`src/logic/adc_cal_pkg.sv`:
```
// Purpose: shared constants and carriers for the calibration control block
// Assumes: 8-bit register port, one clock
// Notes:   offsets are byte addresses of the serial register port
package adc_cal_pkg;
	localparam logic [7:0] RUN_CONTROL_ADDR    = 8'h61;
	localparam logic [7:0] MODE_CONFIG_ADDR    = 8'h62;
	localparam logic [7:0] OFFSET_REF_ADDR     = 8'h65;
	localparam logic [7:0] AVERAGING_ADDR      = 8'h68;
	localparam logic [7:0] CAL_STATUS_ADDR     = 8'h6a;

	localparam logic [7:0] RUN_CONTROL_RESET   = 8'h01;
	localparam logic [7:0] MODE_CONFIG_RESET   = 8'h01;
	localparam logic [7:0] OFFSET_REF_RESET    = 8'h01;
	localparam logic [7:0] AVERAGING_RESET     = 8'h61;

	localparam int RUN_BIT                     = 0;
	localparam int FG_CAL_BIT                  = 0;
	localparam int BG_CAL_BIT                  = 1;
	localparam int FG_OFFSET_BIT               = 2;
	localparam int BG_OFFSET_BIT               = 3;
	localparam int OFFSET_REF_BIT              = 2;
	localparam int LIN_AVG_LSB                 = 0;
	localparam int OFFSET_AVG_LSB              = 4;
	localparam int AVG_WIDTH                   = 3;
	localparam int FG_FINISHED_BIT             = 0;

	localparam logic [15:0] FG_BASE_CYCLES     = 16'h0010;

	typedef struct packed {
		logic       wr;
		logic       rd;
		logic [7:0] addr;
		logic [7:0] wdata;
	} reg_req_s;

	typedef enum logic [2:0] {
		CAL_HELD,
		CAL_CLEAR_VALUES,
		FOREGROUND_CAL_ON_LINEARITY,
		FOREGROUND_CAL_ON_OFFSET,
		CAL_RUNNING
	} cal_state_e;
endpackage : adc_cal_pkg

```
`src/logic/adc_calibration_control.sv`:
```
// Purpose: register file and sequencing of the calibration engine
// Assumes: register requests synchronous to CLOCK, one request per cycle
// Notes:   engine follows the run bit; settings are read live from the registers
// What this block does
// - run bit high runs calibration, low holds it in reset; resets to 1
// - clearing run bit also resets digital and serial link clock dividers
// - setting run bit again reruns calibration with the new settings
// - bit 3 enables background offset calibration, only with background on; reset 0
// - bit 2 enables foreground offset calibration, needs foreground selected; reset 0
// - bit 1 enables background calibration; reset 0
// - bit 0: values always reset, then foreground runs if 1, skipped if 0
// - offset reference 0 calibrates offset toward mid-code
// - offset reference 1 matches primary offsets to the spare converter
// - bits 6:4 set offset averaging depth; reset 6; larger means longer
// - bits 2:0 set linearity averaging depth; reset 1; larger means longer
// - foreground finished status rises when foreground completes or is skipped
`timescale 1ns/1ps
module adc_calibration_control #(
	parameter logic [15:0] FG_BASE = adc_cal_pkg::FG_BASE_CYCLES
) (
	input  wire logic                 CLOCK,
	input  wire logic                 SYS_RST,
	input  wire adc_cal_pkg::reg_req_s REG_REQ,
	output logic [7:0]                REG_RDATA,
	output logic                      REG_RVALID,
	output logic                      CAL_ENGINE_RESET,
	output logic                      DIVIDER_RESET,
	output logic                      CAL_VALUES_CLEAR,
	output logic                      FG_LINEARITY_ACTIVE,
	output logic                      FG_OFFSET_ACTIVE,
	output logic                      BG_CAL_ACTIVE,
	output logic                      BG_OFFSET_ACTIVE,
	output logic                      OFFSET_REF_SPARE,
	output logic [2:0]                OFFSET_AVG_DEPTH,
	output logic [2:0]                LIN_AVG_DEPTH,
	output logic                      FG_FINISHED
);
	logic [7:0]              run_control;
	logic [7:0]              mode_config;
	logic [7:0]              offset_ref;
	logic [7:0]              averaging;
	adc_cal_pkg::cal_state_e state;
	adc_cal_pkg::cal_state_e next_state;
	logic [15:0]             phase_count;
	logic [15:0]             lin_target;
	logic [15:0]             os_target;
	logic                    run_bit;
	logic                    fg_bit;
	logic                    phase_end;

	assign run_bit    = run_control[adc_cal_pkg::RUN_BIT];
	assign fg_bit     = mode_config[adc_cal_pkg::FG_CAL_BIT];
	// depth 7 gives FG_BASE*128 cycles; keep FG_BASE small enough for 16 bits
	assign lin_target = FG_BASE << LIN_AVG_DEPTH;
	assign os_target  = FG_BASE << OFFSET_AVG_DEPTH;
	assign phase_end  = (state == adc_cal_pkg::FOREGROUND_CAL_ON_LINEARITY) ? (phase_count == lin_target - 16'h0001)
	                                                             : (phase_count == os_target - 16'h0001);

	// register file: reserved bits stored as written
	always_ff @(posedge CLOCK)
	begin
		if (SYS_RST)
		begin
			run_control <= adc_cal_pkg::RUN_CONTROL_RESET;
			mode_config <= adc_cal_pkg::MODE_CONFIG_RESET;
			offset_ref  <= adc_cal_pkg::OFFSET_REF_RESET;
			averaging   <= adc_cal_pkg::AVERAGING_RESET;
		end
		else if (REG_REQ.wr)
		begin
			unique case (REG_REQ.addr)
				adc_cal_pkg::RUN_CONTROL_ADDR: run_control <= REG_REQ.wdata;
				adc_cal_pkg::MODE_CONFIG_ADDR: mode_config <= REG_REQ.wdata;
				adc_cal_pkg::OFFSET_REF_ADDR:  offset_ref  <= REG_REQ.wdata;
				adc_cal_pkg::AVERAGING_ADDR:   averaging   <= REG_REQ.wdata;
				default:                       ;
			endcase
		end
	end

	always_ff @(posedge CLOCK)
	begin
		if (SYS_RST)
		begin
			REG_RDATA  <= 8'h00;
			REG_RVALID <= 1'b0;
		end
		else
		begin
			REG_RVALID <= REG_REQ.rd;
			unique case (REG_REQ.addr)
				adc_cal_pkg::RUN_CONTROL_ADDR: REG_RDATA <= run_control;
				adc_cal_pkg::MODE_CONFIG_ADDR: REG_RDATA <= mode_config;
				adc_cal_pkg::OFFSET_REF_ADDR:  REG_RDATA <= offset_ref;
				adc_cal_pkg::AVERAGING_ADDR:   REG_RDATA <= averaging;
				adc_cal_pkg::CAL_STATUS_ADDR:  REG_RDATA <= {7'h00, FG_FINISHED};
				default:                       REG_RDATA <= 8'h00;
			endcase
		end
	end

	// settings go out straight from the register flops
	assign OFFSET_REF_SPARE = offset_ref[adc_cal_pkg::OFFSET_REF_BIT];
	assign OFFSET_AVG_DEPTH = averaging[adc_cal_pkg::OFFSET_AVG_LSB +: adc_cal_pkg::AVG_WIDTH];
	assign LIN_AVG_DEPTH    = averaging[adc_cal_pkg::LIN_AVG_LSB +: adc_cal_pkg::AVG_WIDTH];

	always_comb
	begin
		next_state = state;
		if (!run_bit)
			next_state = adc_cal_pkg::CAL_HELD;
		else
		begin
			unique case (state)
				adc_cal_pkg::CAL_HELD:
					next_state = adc_cal_pkg::CAL_CLEAR_VALUES;
				adc_cal_pkg::CAL_CLEAR_VALUES:
					next_state = fg_bit ? adc_cal_pkg::FOREGROUND_CAL_ON_LINEARITY : adc_cal_pkg::CAL_RUNNING;
				adc_cal_pkg::FOREGROUND_CAL_ON_LINEARITY:
					if (phase_end)
						next_state = mode_config[adc_cal_pkg::FG_OFFSET_BIT] ? adc_cal_pkg::FOREGROUND_CAL_ON_OFFSET
						                                                     : adc_cal_pkg::CAL_RUNNING;
				adc_cal_pkg::FOREGROUND_CAL_ON_OFFSET:
					if (phase_end)
						next_state = adc_cal_pkg::CAL_RUNNING;
				adc_cal_pkg::CAL_RUNNING:
					next_state = adc_cal_pkg::CAL_RUNNING;
			endcase
		end
	end

	always_ff @(posedge CLOCK)
	begin
		if (SYS_RST)
			state <= adc_cal_pkg::CAL_HELD;
		else
			state <= next_state;
	end

	always_ff @(posedge CLOCK)
	begin
		if (SYS_RST || next_state != state)
			phase_count <= 16'h0000;
		else
			phase_count <= phase_count + 16'h0001;
	end

	// outputs decoded from next_state so they align with the state register
	always_ff @(posedge CLOCK)
	begin
		if (SYS_RST)
		begin
			CAL_ENGINE_RESET    <= 1'b1;
			DIVIDER_RESET       <= 1'b1;
			CAL_VALUES_CLEAR    <= 1'b0;
			FG_LINEARITY_ACTIVE <= 1'b0;
			FG_OFFSET_ACTIVE    <= 1'b0;
			BG_CAL_ACTIVE       <= 1'b0;
			BG_OFFSET_ACTIVE    <= 1'b0;
			FG_FINISHED         <= 1'b0;
		end
		else
		begin
			CAL_ENGINE_RESET    <= (next_state == adc_cal_pkg::CAL_HELD);
			DIVIDER_RESET       <= (next_state == adc_cal_pkg::CAL_HELD);
			CAL_VALUES_CLEAR    <= (next_state == adc_cal_pkg::CAL_CLEAR_VALUES);
			FG_LINEARITY_ACTIVE <= (next_state == adc_cal_pkg::FOREGROUND_CAL_ON_LINEARITY);
			FG_OFFSET_ACTIVE    <= (next_state == adc_cal_pkg::FOREGROUND_CAL_ON_OFFSET);
			BG_CAL_ACTIVE       <= (next_state == adc_cal_pkg::CAL_RUNNING)
			                       && mode_config[adc_cal_pkg::BG_CAL_BIT];
			// offset tracking is meaningless without the background loop
			BG_OFFSET_ACTIVE    <= (next_state == adc_cal_pkg::CAL_RUNNING)
			                       && mode_config[adc_cal_pkg::BG_CAL_BIT]
			                       && mode_config[adc_cal_pkg::BG_OFFSET_BIT];
			FG_FINISHED         <= (next_state == adc_cal_pkg::CAL_RUNNING);
		end
	end

	logic [15:0] lin_len;
	logic [15:0] os_len;

	always_ff @(posedge CLOCK)
	begin
		if (SYS_RST)
		begin
			lin_len <= 16'h0000;
			os_len  <= 16'h0000;
		end
		else
		begin
			lin_len <= FG_LINEARITY_ACTIVE ? lin_len + 16'h0001 : 16'h0000;
			os_len  <= FG_OFFSET_ACTIVE ? os_len + 16'h0001 : 16'h0000;
		end
	end

	property p_run_low_holds;
		@(posedge CLOCK) disable iff (SYS_RST) !run_bit |=> CAL_ENGINE_RESET && !FG_FINISHED;
	endproperty
	a_run_low_holds: assert property (p_run_low_holds) else $error("engine not held with run bit low");

	property p_divider_tied;
		@(posedge CLOCK) disable iff (SYS_RST) DIVIDER_RESET == CAL_ENGINE_RESET;
	endproperty
	a_divider_tied: assert property (p_divider_tied) else $error("divider reset differs from engine reset");

	property p_divider_held;
		@(posedge CLOCK) disable iff (SYS_RST) !run_bit |=> DIVIDER_RESET;
	endproperty
	a_divider_held: assert property (p_divider_held) else $error("dividers not reset with run bit low");

	property p_rerun;
		@(posedge CLOCK) disable iff (SYS_RST) $rose(run_bit) |=> CAL_VALUES_CLEAR && !CAL_ENGINE_RESET;
	endproperty
	a_rerun: assert property (p_rerun) else $error("run bit set without rerun");

	property p_fg_select;
		@(posedge CLOCK) disable iff (SYS_RST)
			CAL_VALUES_CLEAR && run_bit |=> ($past(fg_bit) ? FG_LINEARITY_ACTIVE : FG_FINISHED);
	endproperty
	a_fg_select: assert property (p_fg_select) else $error("foreground run or skip wrong");

	property p_bg_on;
		@(posedge CLOCK) disable iff (SYS_RST) BG_CAL_ACTIVE |-> FG_FINISHED && $past(mode_config[adc_cal_pkg::BG_CAL_BIT]);
	endproperty
	a_bg_on: assert property (p_bg_on) else $error("background active without enable");

	property p_bg_offset;
		@(posedge CLOCK) disable iff (SYS_RST) BG_OFFSET_ACTIVE |-> BG_CAL_ACTIVE && $past(mode_config[adc_cal_pkg::BG_OFFSET_BIT]);
	endproperty
	a_bg_offset: assert property (p_bg_offset) else $error("background offset without background");

	property p_fg_offset;
		@(posedge CLOCK) disable iff (SYS_RST) $rose(FG_OFFSET_ACTIVE) |-> $past(FG_LINEARITY_ACTIVE) && fg_bit;
	endproperty
	a_fg_offset: assert property (p_fg_offset) else $error("offset phase not after foreground");

	property p_lin_len;
		@(posedge CLOCK) disable iff (SYS_RST) $fell(FG_LINEARITY_ACTIVE) && !CAL_ENGINE_RESET |-> lin_len == lin_target;
	endproperty
	a_lin_len: assert property (p_lin_len) else $error("linearity phase length wrong");

	property p_os_len;
		@(posedge CLOCK) disable iff (SYS_RST) $fell(FG_OFFSET_ACTIVE) && !CAL_ENGINE_RESET |-> os_len == os_target;
	endproperty
	a_os_len: assert property (p_os_len) else $error("offset phase length wrong");

	property p_finished;
		@(posedge CLOCK) disable iff (SYS_RST) $rose(FG_FINISHED) |-> $past(CAL_VALUES_CLEAR || FG_LINEARITY_ACTIVE || FG_OFFSET_ACTIVE);
	endproperty
	a_finished: assert property (p_finished) else $error("finished without foreground end");

	property p_readback;
		@(posedge CLOCK) disable iff (SYS_RST)
			REG_REQ.wr && REG_REQ.addr == adc_cal_pkg::AVERAGING_ADDR |=> averaging == $past(REG_REQ.wdata);
	endproperty
	a_readback: assert property (p_readback) else $error("register did not take written value");

	property p_spare_ref;
		@(posedge CLOCK) disable iff (SYS_RST)
			REG_REQ.wr && REG_REQ.addr == adc_cal_pkg::OFFSET_REF_ADDR
			|=> OFFSET_REF_SPARE == $past(REG_REQ.wdata[adc_cal_pkg::OFFSET_REF_BIT]);
	endproperty
	a_spare_ref: assert property (p_spare_ref) else $error("offset reference select not taken");
endmodule : adc_calibration_control

```
`config.mk`:
```
export PLATFORM = sky130hd
export DESIGN_NAME = adc_calibration_control
export DESIGN_NICKNAME = d
export VERILOG_FILES = /design/src/logic/adc_cal_pkg.sv /design/src/logic/adc_calibration_control.sv
export SDC_FILE = /design/constraint.sdc
export NUM_CORES = 1
export LEC_CHECK = 0
export BUFFER_PORTS_ARGS = -buffer_cell sky130_fd_sc_hd__buf_4
export CELL_PAD_IN_SITES_DETAIL_PLACEMENT = 1
export CELL_PAD_IN_SITES_GLOBAL_PLACEMENT = 1
export CORE_ASPECT_RATIO = 1.2
export CORE_MARGIN = 2
export CORE_UTILIZATION = 43
export CTS_BUF_LIST = sky130_fd_sc_hd__clkbuf_16
export CTS_CLUSTER_SIZE = 10
export DETAILED_ROUTE_END_ITERATION = 7
export PLACE_DENSITY = 0.89
export REMOVE_ABC_BUFFERS = 1
export SLEW_MARGIN = 20
export SYNTH_ARGS = -nofsm -noshare
export SYNTH_HDL_FRONTEND = slang
export SYNTH_SLANG_ARGS = --single-unit
```
`constraint.sdc`:
```
create_clock -name CLOCK -period 4.45 [get_ports CLOCK]
set_clock_uncertainty 0.2 [all_clocks]
set_input_delay 0.2225 -clock CLOCK [delete_from_list [all_inputs] [get_ports CLOCK]]
set_output_delay 0.2225 -clock CLOCK [all_outputs]
set_load 0.01 [all_outputs]
```
---- Word-level counts from Yosys, hierarchy flattened ----
Index checks and enable logic that the tools add are counted.
Widths: inputs -> output; s select.
word-level totals
  flip-flop bits (word level) ............. 67
  input bits .............................. 20
cells by class
  multiplexer cells ....................... 8
  shift-type cells ........................ 2
  $add $sub $neg .......................... 3
  eq/ne operators ......................... 16
  reduce and logical (&&, ||, !) cells .... 9
operators by type and width
  cell                   number
  $eq 8x7->1 const B     5
  $pmux 8 s5             1
  $eq 16x16->1           2
  $shl 5x3->16 const A   2
  $sub 16x1->16 const B  2
  $add 16x1->16 const B  1
  $mux 3                 5
  $pmux 3 s5             1
  $eq 3x2->1 const B     4
  $reduce_and 2->1       4
  $eq 3x1->1 const B     2
  $eq 3x3->1 const B     2
  $logic_not 3->1        2
  $ne 3x3->1             1
  $logic_and 1x1->1      2
  $logic_or 1x1->1       1
  $mux 1                 1

---- Longest topological paths before layout ----
Gate-level depths: netlist (run 1).
  depth after elaboration ................. 10
  gate-level depth with buffers ........... 14
  depth with buffers taken out ............ 12

---- Worst setup path after synthesis (run 1) ----
No wires, ideal clock.
  path type ............................... register to register
  start ................................... register state[1]
  end ..................................... register FG_LINEARITY_ACTIVE
  setup time .............................. 0.116 ns
  period minus slack after synthesis ...... 3.270 ns
  stages on the path, launching flop included .. 14
  required time ........................... 4.134 ns
  buffers on the path ..................... 2
  data arrival time ....................... 2.955 ns
  slack ................................... 1.180 ns
  cells stage by stage .................... dfxtp_1 > buf_4 > or3b_1 > buf_2 > nor4_1 > a21oi_1 > ha_1 > xnor2_1 > nor4_4 > o211ai_2 > a2111oi_4 > o22ai_2 > mux2_4 > and3_1
between the ends
  cells in the longest elaborated chain, start to end .. 6
  elaborated cells between the ends (all ways) .. 11
  classes of those cells .................. eq/ne (5); mux (5); reduce/logical (1)
ends and longest elaborated chain
  item                              RTL line                                                        source
  from (decl)                       adc_calibration_control.sv:42                                   adc_cal_pkg::cal_state_e state;
  from (signal assigned)            adc_calibration_control.sv:135                                  state <= adc_cal_pkg::CAL_HELD;
  from (signal assigned)            adc_calibration_control.sv:137                                  state <= next_state;
  $eq 3x2->1                        adc_calibration_control.sv:56, adc_calibration_control.sv:114
  $mux 1                            adc_calibration_control.sv:56                                   assign phase_end = (state == adc_cal_pkg::FOREGROUND_CAL_ON_LINEARITY) ? (phase_count == lin_target - 16'h0001 ...
  $mux 3, on equally long branches  adc_calibration_control.sv:124, adc_calibration_control.sv:120
  $pmux 3 s5 *                      adc_calibration_control.sv:114                                  unique case (state)
  $mux 3 *                          adc_calibration_control.sv:110                                  if (!run_bit)
  $eq 3x2->1 *                      adc_calibration_control.sv:167                                  FG_LINEARITY_ACTIVE <= (next_state == adc_cal_pkg::FOREGROUND_CAL_ON_LINEARITY);
  to (signal assigned)              adc_calibration_control.sv:167
  to (decl)                         adc_calibration_control.sv:29                                   output logic FG_LINEARITY_ACTIVE,
Every way passes the cells marked *; elsewhere a longest branch is shown, timed or not.
A chain may end at the register's enable or synchronous reset.

---- Final worst setup path (run 1) ----
  start ................................... register state[1]
  end ..................................... register phase_count[7]
between the ends
  cells in the longest elaborated chain, start to end .. 7
  elaborated cells between the ends (all ways) .. 12
  classes of those cells .................. eq/ne (5); mux (5); reduce/logical (2)
ends and longest elaborated chain
  item                              RTL line                                                        source
  $eq 3x2->1                        adc_calibration_control.sv:56, adc_calibration_control.sv:114
  $mux 1                            adc_calibration_control.sv:56
  $mux 3, on equally long branches  adc_calibration_control.sv:124, adc_calibration_control.sv:120
  $pmux 3 s5                        adc_calibration_control.sv:114
  $mux 3                            adc_calibration_control.sv:110
  $ne 3x3->1 *                      adc_calibration_control.sv:142                                  if (SYS_RST || next_state != state)
  $logic_or 1x1->1 *                adc_calibration_control.sv:142
  to (signal assigned)              adc_calibration_control.sv:145                                  phase_count <= phase_count + 16'h0001;
  to (decl)                         adc_calibration_control.sv:44                                   logic [15:0] phase_count;
Marked as above.

==> results of run 1 <==
-- cells in the final DEF, fill, tap and decap left out, types with 2 or more instances in the layout --
cell type / n
o21ai_0: 4
nor3b_1: 5
xor2_1: 6
nand4_1: 3
nand2b_1: 3
mux2i_1: 17
mux2_2: 8
nor2b_1: 2
clkbuf_16: 9
dfxtp_1: 67
clkinv_2: 3
nor3_1: 7
o21a_1: 2
a211o_1: 2
nand3_1: 15
buf_4: 46
nor4_1: 2
nor4b_2: 2
a222oi_1: 7
nand3b_1: 4
ha_1: 2
nand4b_1: 2
a31oi_1: 5
nor2_1: 55
a21oi_1: 17
inv_1: 7
dlygate4sd3_1: 9
xnor2_1: 13
and3_1: 9
nand2_1: 36
-- state kept, by name (all words and copies together) (netlist names) --
signal and flops:
averaging 8, FG_OFFSET_ACTIVE 1, state 3, FG_LINEARITY_ACTIVE 1, phase_count 16, run_control 8
CAL_VALUES_CLEAR 1, REG_RVALID 1, offset_ref 8, BG_OFFSET_ACTIVE 1, DIVIDER_RESET 1, REG_RDATA 8
BG_CAL_ACTIVE 1, mode_config 8, FG_FINISHED 1
-- layout make-up --
class                   instances  area, um2
inverters                       6       22.5
clock inverters                 7       60.1
flip-flops and latches         67       1340
clock buffers                   9        225
multi-input cells             250       1640
fillers                       816       3350
well taps                      90        113
repair buffers                 55        435
-- cells by family after synthesis --
logic type / count (synthesis) / share of synthesized area, %
xor+xnor: 19 / 5.28
compound gates: 47 / 11.6
fa+ha+maj: 2 / 0.794
buf+inv: 36 / 5.56
simple gates: 156 / 25.5
mux: 26 / 8.73
flops: 67 / 42.5
-- worst paths after layout --
check | startpoint | endpoint | cells past startpoint
worst min-delay path | REG_REQ[17] | mode_config[4]$_SDFFE_PP0P_ | 3
worst min register to register | phase_count[0]$_SDFF_PP0_ | phase_count[0]$_SDFF_PP0_ | 1
worst max-delay path | state[1]$_SDFF_PP0_ | phase_count[7]$_SDFF_PP0_ | 11
worst max register to register | state[1]$_SDFF_PP0_ | phase_count[7]$_SDFF_PP0_ | 11
-- worst min-delay path, stage by stage --
cell,delay (ns)
buf_4,0.16
nand3_1,0.09
a21oi_1,0.06
-- layer usage --
layer	share of wire, %	up-vias
li1	-	1299
met1	40	1303
met2	53	76
met3	4.7	15
met4	2.2	0
met5	0	-
-- power by group --
part / switching [W] / internal, W / total (W)
sequential: 0.0000130 / 0.000613 / 0.000626
clock: 0.000254 / 0.000426 / 0.000680
combinational: 0.0000682 / 0.0000557 / 0.000124
total: 0.000336 / 0.00109 / 0.00143
-- per-stage QoR --
stage	hold WS, ns	utilization (%)	cell area [um2]
3_5_place_dp	0.244	48.2	3460
2_1_floorplan	0.0916	-	3000
6_report	0.0609	53.4	3840
3_3_place_gp	0.237	48.2	3460
5_1_grt	0.0605	53.4	3840
4_1_cts	0.0487	53.4	3840
-- what timing repair did --
item | 4_1_cts | 5_1_grt
endpoints found under the hold margin | 28 | 0
endpoints found under the setup margin | 0 | 0
hold buffers | 9 | 0
==> run metrics, run 1 <==
Initial Util=roughly 44%; final WL=8180 um; Iter 0 DRT Violations=146; Pleak=1.57 nW; final setup vio count=0; IO Port Bufs=43; total gr overflow=0; Seq/Total Area, Yosys=42.5%; first-pass GRT wire length=~14000 um; post-route setup slack=0.757 ns; routed vias/inst=5.56; global routing usage on met2=between 30% and 40%; via count=roughly 2700; Startpoint Class=flip-flop; layout cells sized above 1=20.3%; Tot Pwr=between 0.001 and 0.0015 W; Main synth FF type=dfxtp_1; Max FO, Critical Path=16; Finished Layout Cells=between 400 and 500; HP Class=input pin to flip-flop; grt met1 use=between 20% and 30%; DR WL/cell=16.9 um; Area growth syn-to-layout=21.8%; DPL Wire Length=5540 um; setup_tns=0 ns; dpl cells=about 460; Die ar.=8040 um2; Max clock buf depth=2; vias in the first global route=2797; crit-path cells=or3b_1 > nor4_1 > a21oi_1 > ha_1 > xnor2_1 > nor4_4 > o211ai_2 > a2111oi_4 > o22ai_2 > a31oi_4 > nor2_1; largest area contributor in the netlist=dfxtp_1; Clock Sink Count=67; Mapped Cells=around 350; Clock transition at path regs=roughly 0.06 ns; count leader, synth=dfxtp_1; gr usage total=22.0%; setup bufs post-CTS=0; CP top delay family=compound AO/OA/AOI/OAI gates; max cap viols=0; status=finished clean; diodes inserted=0; FP Rows=34; most used routing layer=met2; num ports=between 40 and 50; Max stage delay on crit path=roughly 0.54 ns; Reg2Reg Setup Slack=about 0.76 ns; RSZ-0062 raised after global routing=false; Mapped Area=around 3200 um2; number of synthesized flops with an enable pin=0; fin nets=411; Die W=82.2 um; met3 Usage GRT=between 5 and 6%; CP Data Arrival Time=roughly 3.7 ns; Root Driver=clkbuf_16; Power Density=approximately 370 nW/um2; worst path required time=4.44 ns; Post-CTS Resized=0; H-tree Lvls=3; CTS Buf Count=9; TritonCTS clock tree=built; Place WS=0.808 ns; Yosys cell types=54; height of the die=97.8 um; initial antenna violation count=0; largest net degree at the start of global routing=37; Critical-path top delay cell=or3b_1; Max Slew Vio Count=0; Final Hold Violating Endpoints=0; fraction of registers with async set/reset=0%; crit end category=flip-flop; antenna viol nets, final=0; min cycle time layout=roughly 3.7 ns; synthesized flop and latch total=67; Worst Tran Pin Value=0.799 ns; top-area cell type share of the netlist area=42.5%; Pre-Repair DR Iteration Count=5; syn avg cell area=~8.9 um2; Worst slew margin=between 40 and 50%; gpl congestion=roughly 0.8; core area=about 7000 um2; drt drc=0; Buf+Inv Stages, Crit Path=0; Achievable Freq=approximately 0.27 GHz; CP Class=flip-flop to flip-flop; VDD IR max=approximately 290 uV; Post-synth top cells=dfxtp_1 (67), nor2_1 (55), nand2_1 (36); synth top area cells=dfxtp_1 (43%), nor2_1 (6.5%), mux2i_1 (5.4%), nand2_1 (4.3%), xnor2_1 (3.6%); final period utilization=between 80 and 90%; clock latency on the worst-skew pair=about 0.32 ns; Yosys warning total=0
(Power assumes the default switching activity.)
==> run 2, diff against run 1 <==
- ABC_AREA: not set -> 1
- CORE_UTILIZATION: 43 -> 37
- PLACE_DENSITY: 0.89 -> 0.85
- clock period: 4.45 -> 3 ns (I/O delays scaled with it)
==> run 2 against run 1 <==
  * The flow now finishes with violations (setup timing)
  * Total power increased by 59%
  * Sequential share of layout area decreased by 4.1 points
  * Non-clock buffer count increased by 31
  * Flip-flop and latch count unchanged
  * Global-route usage increased by 0.44 points
  * Die area increased by 17%
  * Critical path type unchanged
  * Largest power group unchanged
  * Highest routed layer unchanged
==> run metrics, run 2 <==
final WL=10500 um; Root Driver=clkbuf_16; CP top delay family=simple AND/OR/NAND/NOR gates; Max stage delay on crit path=approximately 0.36 ns; Buf+Inv Stages, Crit Path=1; Mapped Cells=roughly 440; Die W=about 89 um; Tot Pwr=around 0.0023 W; Pre-Repair DR Iteration Count=4; placed inst area=3740 um2; num ports=44; largest net degree at the start of global routing=23; Switching Fraction=between 20% and 30%; gr usage total=between 20 and 25%; Worst slew margin=a little over half; diodes inserted=0; violated checks=setup timing; Hold Path Sink=REG_RDATA[5]$_SDFF_PP0_; top-area cell type share of the netlist area=42.0%; Final Hold Violating Endpoints=0; min cycle time layout=3.43 ns; Reg2Reg Setup Slack=-0.43 ns; Achievable Freq=around 0.29 GHz; Seq/Total Area, Yosys=a little over two fifths; routed vias/inst=between 5 and 6; final instance area=~4400 um2; gpl congestion=0.888; Clock transition at path regs=~0.060 ns; Iter 0 DRT Violations=approximately 120; Yosys cell types=34; VDD IR max=roughly 320 uV; height of the die=approximately 110 um; H-tree Lvls=3; Reg2Reg Depth=25; Hold Path Cell Cnt=5; final period utilization=114%; count leader, synth=nand2_1; number of flip-flops in the largest register=16; final setup vio count=25; drt drc=0; Max FO, Critical Path=8; Initial Util=between 30% and 40%; sw power=approximately 0.00065 W; R2R Path End=phase_count[8]$_SDFF_PP0_; RSZ-0062 raised after global routing=true; CTS Buf Count=9; dpl cells=roughly 610; Critical-path top delay cell=dfxtp_4; via count=3230; Crit path top cell by count=nand2_1; first-pass GRT wire length=approximately 16000 um; antenna viol nets, final=0; most frequent cells in the layout=nand2_1 (77), buf_4 (72), dfxtp_1 (65), inv_1 (62), nor2_1 (44); Area growth syn-to-layout=36.6%; syn avg cell area=approximately 7.3 um2; Mapped Area=3200 um2; Worst Tran Pin Value=0.667 ns; Top reg by flops=phase_count; CP Data Arrival Time=approximately 3.5 ns; core area=8470 um2; post-route setup slack=-0.430 ns; commonest non-fill, non-tap cell in the layout=nand2_1; number of cells on the critical path=25; initial antenna violation count=0; total gr overflow=0; fin nets=541; crit end category=flip-flop; Logic pwr share=about 16%; Yosys warning total=0; TritonCTS clock tree=built; Power Density=~520 nW/um2; fraction of registers with async set/reset=0%; Pleak=around 1.9 nW; clock share of power=between 40 and 50%; Die ar.=9400 um2; worst hold start=REG_REQ[10]; clock latency on the worst-skew pair=between 0.3 and 0.4 ns; DPL Wire Length=7020 um; Layout Utilization=51.6%; Finished Layout Cells=between 600 and 700; HP Class=input pin to flip-flop; Main synth FF type=dfxtp_1; worst path required time=3.07 ns; Max Slew Vio Count=0; synth top area cells=dfxtp_1 (42%), nand2_1 (10%), inv_1 (7.3%), nor2_1 (6.2%), nand3_1 (4.1%); max cap viols=0; layout cells sized above 1=28.2%; Post-synth top cells=nand2_1 (85), dfxtp_1 (67), inv_1 (62); Clock Sink Count=67; status=complete, but fails checks; FP Rows=37; Startpoint Class=flip-flop; IO Port Bufs=43; FF-to-FF Start=state[0]$_SDFF_PP0_; synthesized flop and latch total=67; vias in the first global route=approximately 3400; CP Class=flip-flop to flip-flop; Seq pwr share=just over 40%; number of synthesized flops with an enable pin=0; largest area contributor in the netlist=dfxtp_1; Max clock buf depth=2; Int Power=around 0.0016 W; DR WL/cell=16.3 um
## run 2: cell types whose count changed after synthesis, moves of 12 or more
| cell | previous run | this run |
|---|---|---|
| o21ai_0 | 4 | 25 |
| clkbuf_1 | 18 | 6 |
| nand2_1 | 36 | 85 |
| inv_1 | 6 | 62 |
| mux2i_1 | 17 | 0 |
| nor2_2 | 0 | 13 |
## run 2: metrics by stage
step / setup TNS [ns] / hold slack, ns / setup slack, ns
after detailed placement: -4.06 / 0.168 / -0.267
after floorplan: -0.412 / 0.0191 / -0.0319
final: -7.97 / 0.132 / -0.430
after global placement: -0.682 / 0.158 / -0.0498
after CTS: -3.46 / 0.130 / -0.228
after global routing: -14.27 / 0.181 / -0.687
## run 2: worst reg2reg max path, delay by kind of cell, from the launching register on
family | cells | cell delay, ns
flops | 1 | 0.36
simple gates | 23 | 2.31
buf+inv | 1 | 0.21
fa+ha+maj | 1 | 0.27
## run 2: logic make-up (layout without fill, tap and decap cells)
kind of cell    Yosys count  after routing  synth area share (%)
fa+ha+maj                 2              2                 0.783
simple gates            212            212                  31.4
xor+xnor                 13             13                  3.56
compound gates           66             66                  11.7
buf+inv                  78            164                  10.6
flops                    67             67                  42.0
## run 2: cell type report
type                       count  area [um2]
sequential                    67        1350
clock buffer                   9         225
fill                        1069        4100
clock inverter                 7        51.3
timing repair buffer          86         709
tap                          117         146
multi-input combinational    293        1660
inverter                      62         233
## run 2: power by group through the flow
stage	sequential (W)	clock, W	combinational (W)
6_report	0.000924	0.000990	0.000361
5_1_grt	0.000924	0.00104	0.000391
4_1_cts	0.000920	0.000998	0.000313
3_5_place_dp	0.000939	0	0.000262
3_3_place_gp	0.000937	0	0.000248
2_1_floorplan	0.000943	0	0.000139
## run 2: worst max path at each step
| stage | start | endpoint | slack (ns) |
|---|---|---|---|
| after detailed placement | state[2]$_SDFF_PP0_ | phase_count[5]$_SDFF_PP0_ | -0.27 |
| final | state[0]$_SDFF_PP0_ | phase_count[8]$_SDFF_PP0_ | -0.43 |
| after global routing | state[0]$_SDFF_PP0_ | phase_count[8]$_SDFF_PP0_ | -0.69 |
| after global placement | state[2]$_SDFF_PP0_ | phase_count[1]$_SDFF_PP0_ | -0.05 |
| after CTS | state[2]$_SDFF_PP0_ | phase_count[8]$_SDFF_PP0_ | -0.23 |
| after floorplan | state[1]$_SDFF_PP0_ | phase_count[0]$_SDFF_PP0_ | -0.03 |
## run 2: what timing repair did
action                                 4_1_cts  5_1_grt
resized for setup                           12       28
setup endpoints to repair                   23       25
pin swaps                                    0       16
buffers inserted                             1        6
endpoints found under the hold margin       39        0
hold buffers                                11        0
cloned                                       1        0
## run 2: layer usage
layer | GRT usage [%] | vias up | wire length [um]
li1 | - | 1555 | -
met1 | 23.3 | 1581 | 3810
met2 | 42.5 | 69 | 6030
met3 | 3.21 | 25 | 327
met4 | 10.3 | 0 | 306
met5 | 0 | - | 0
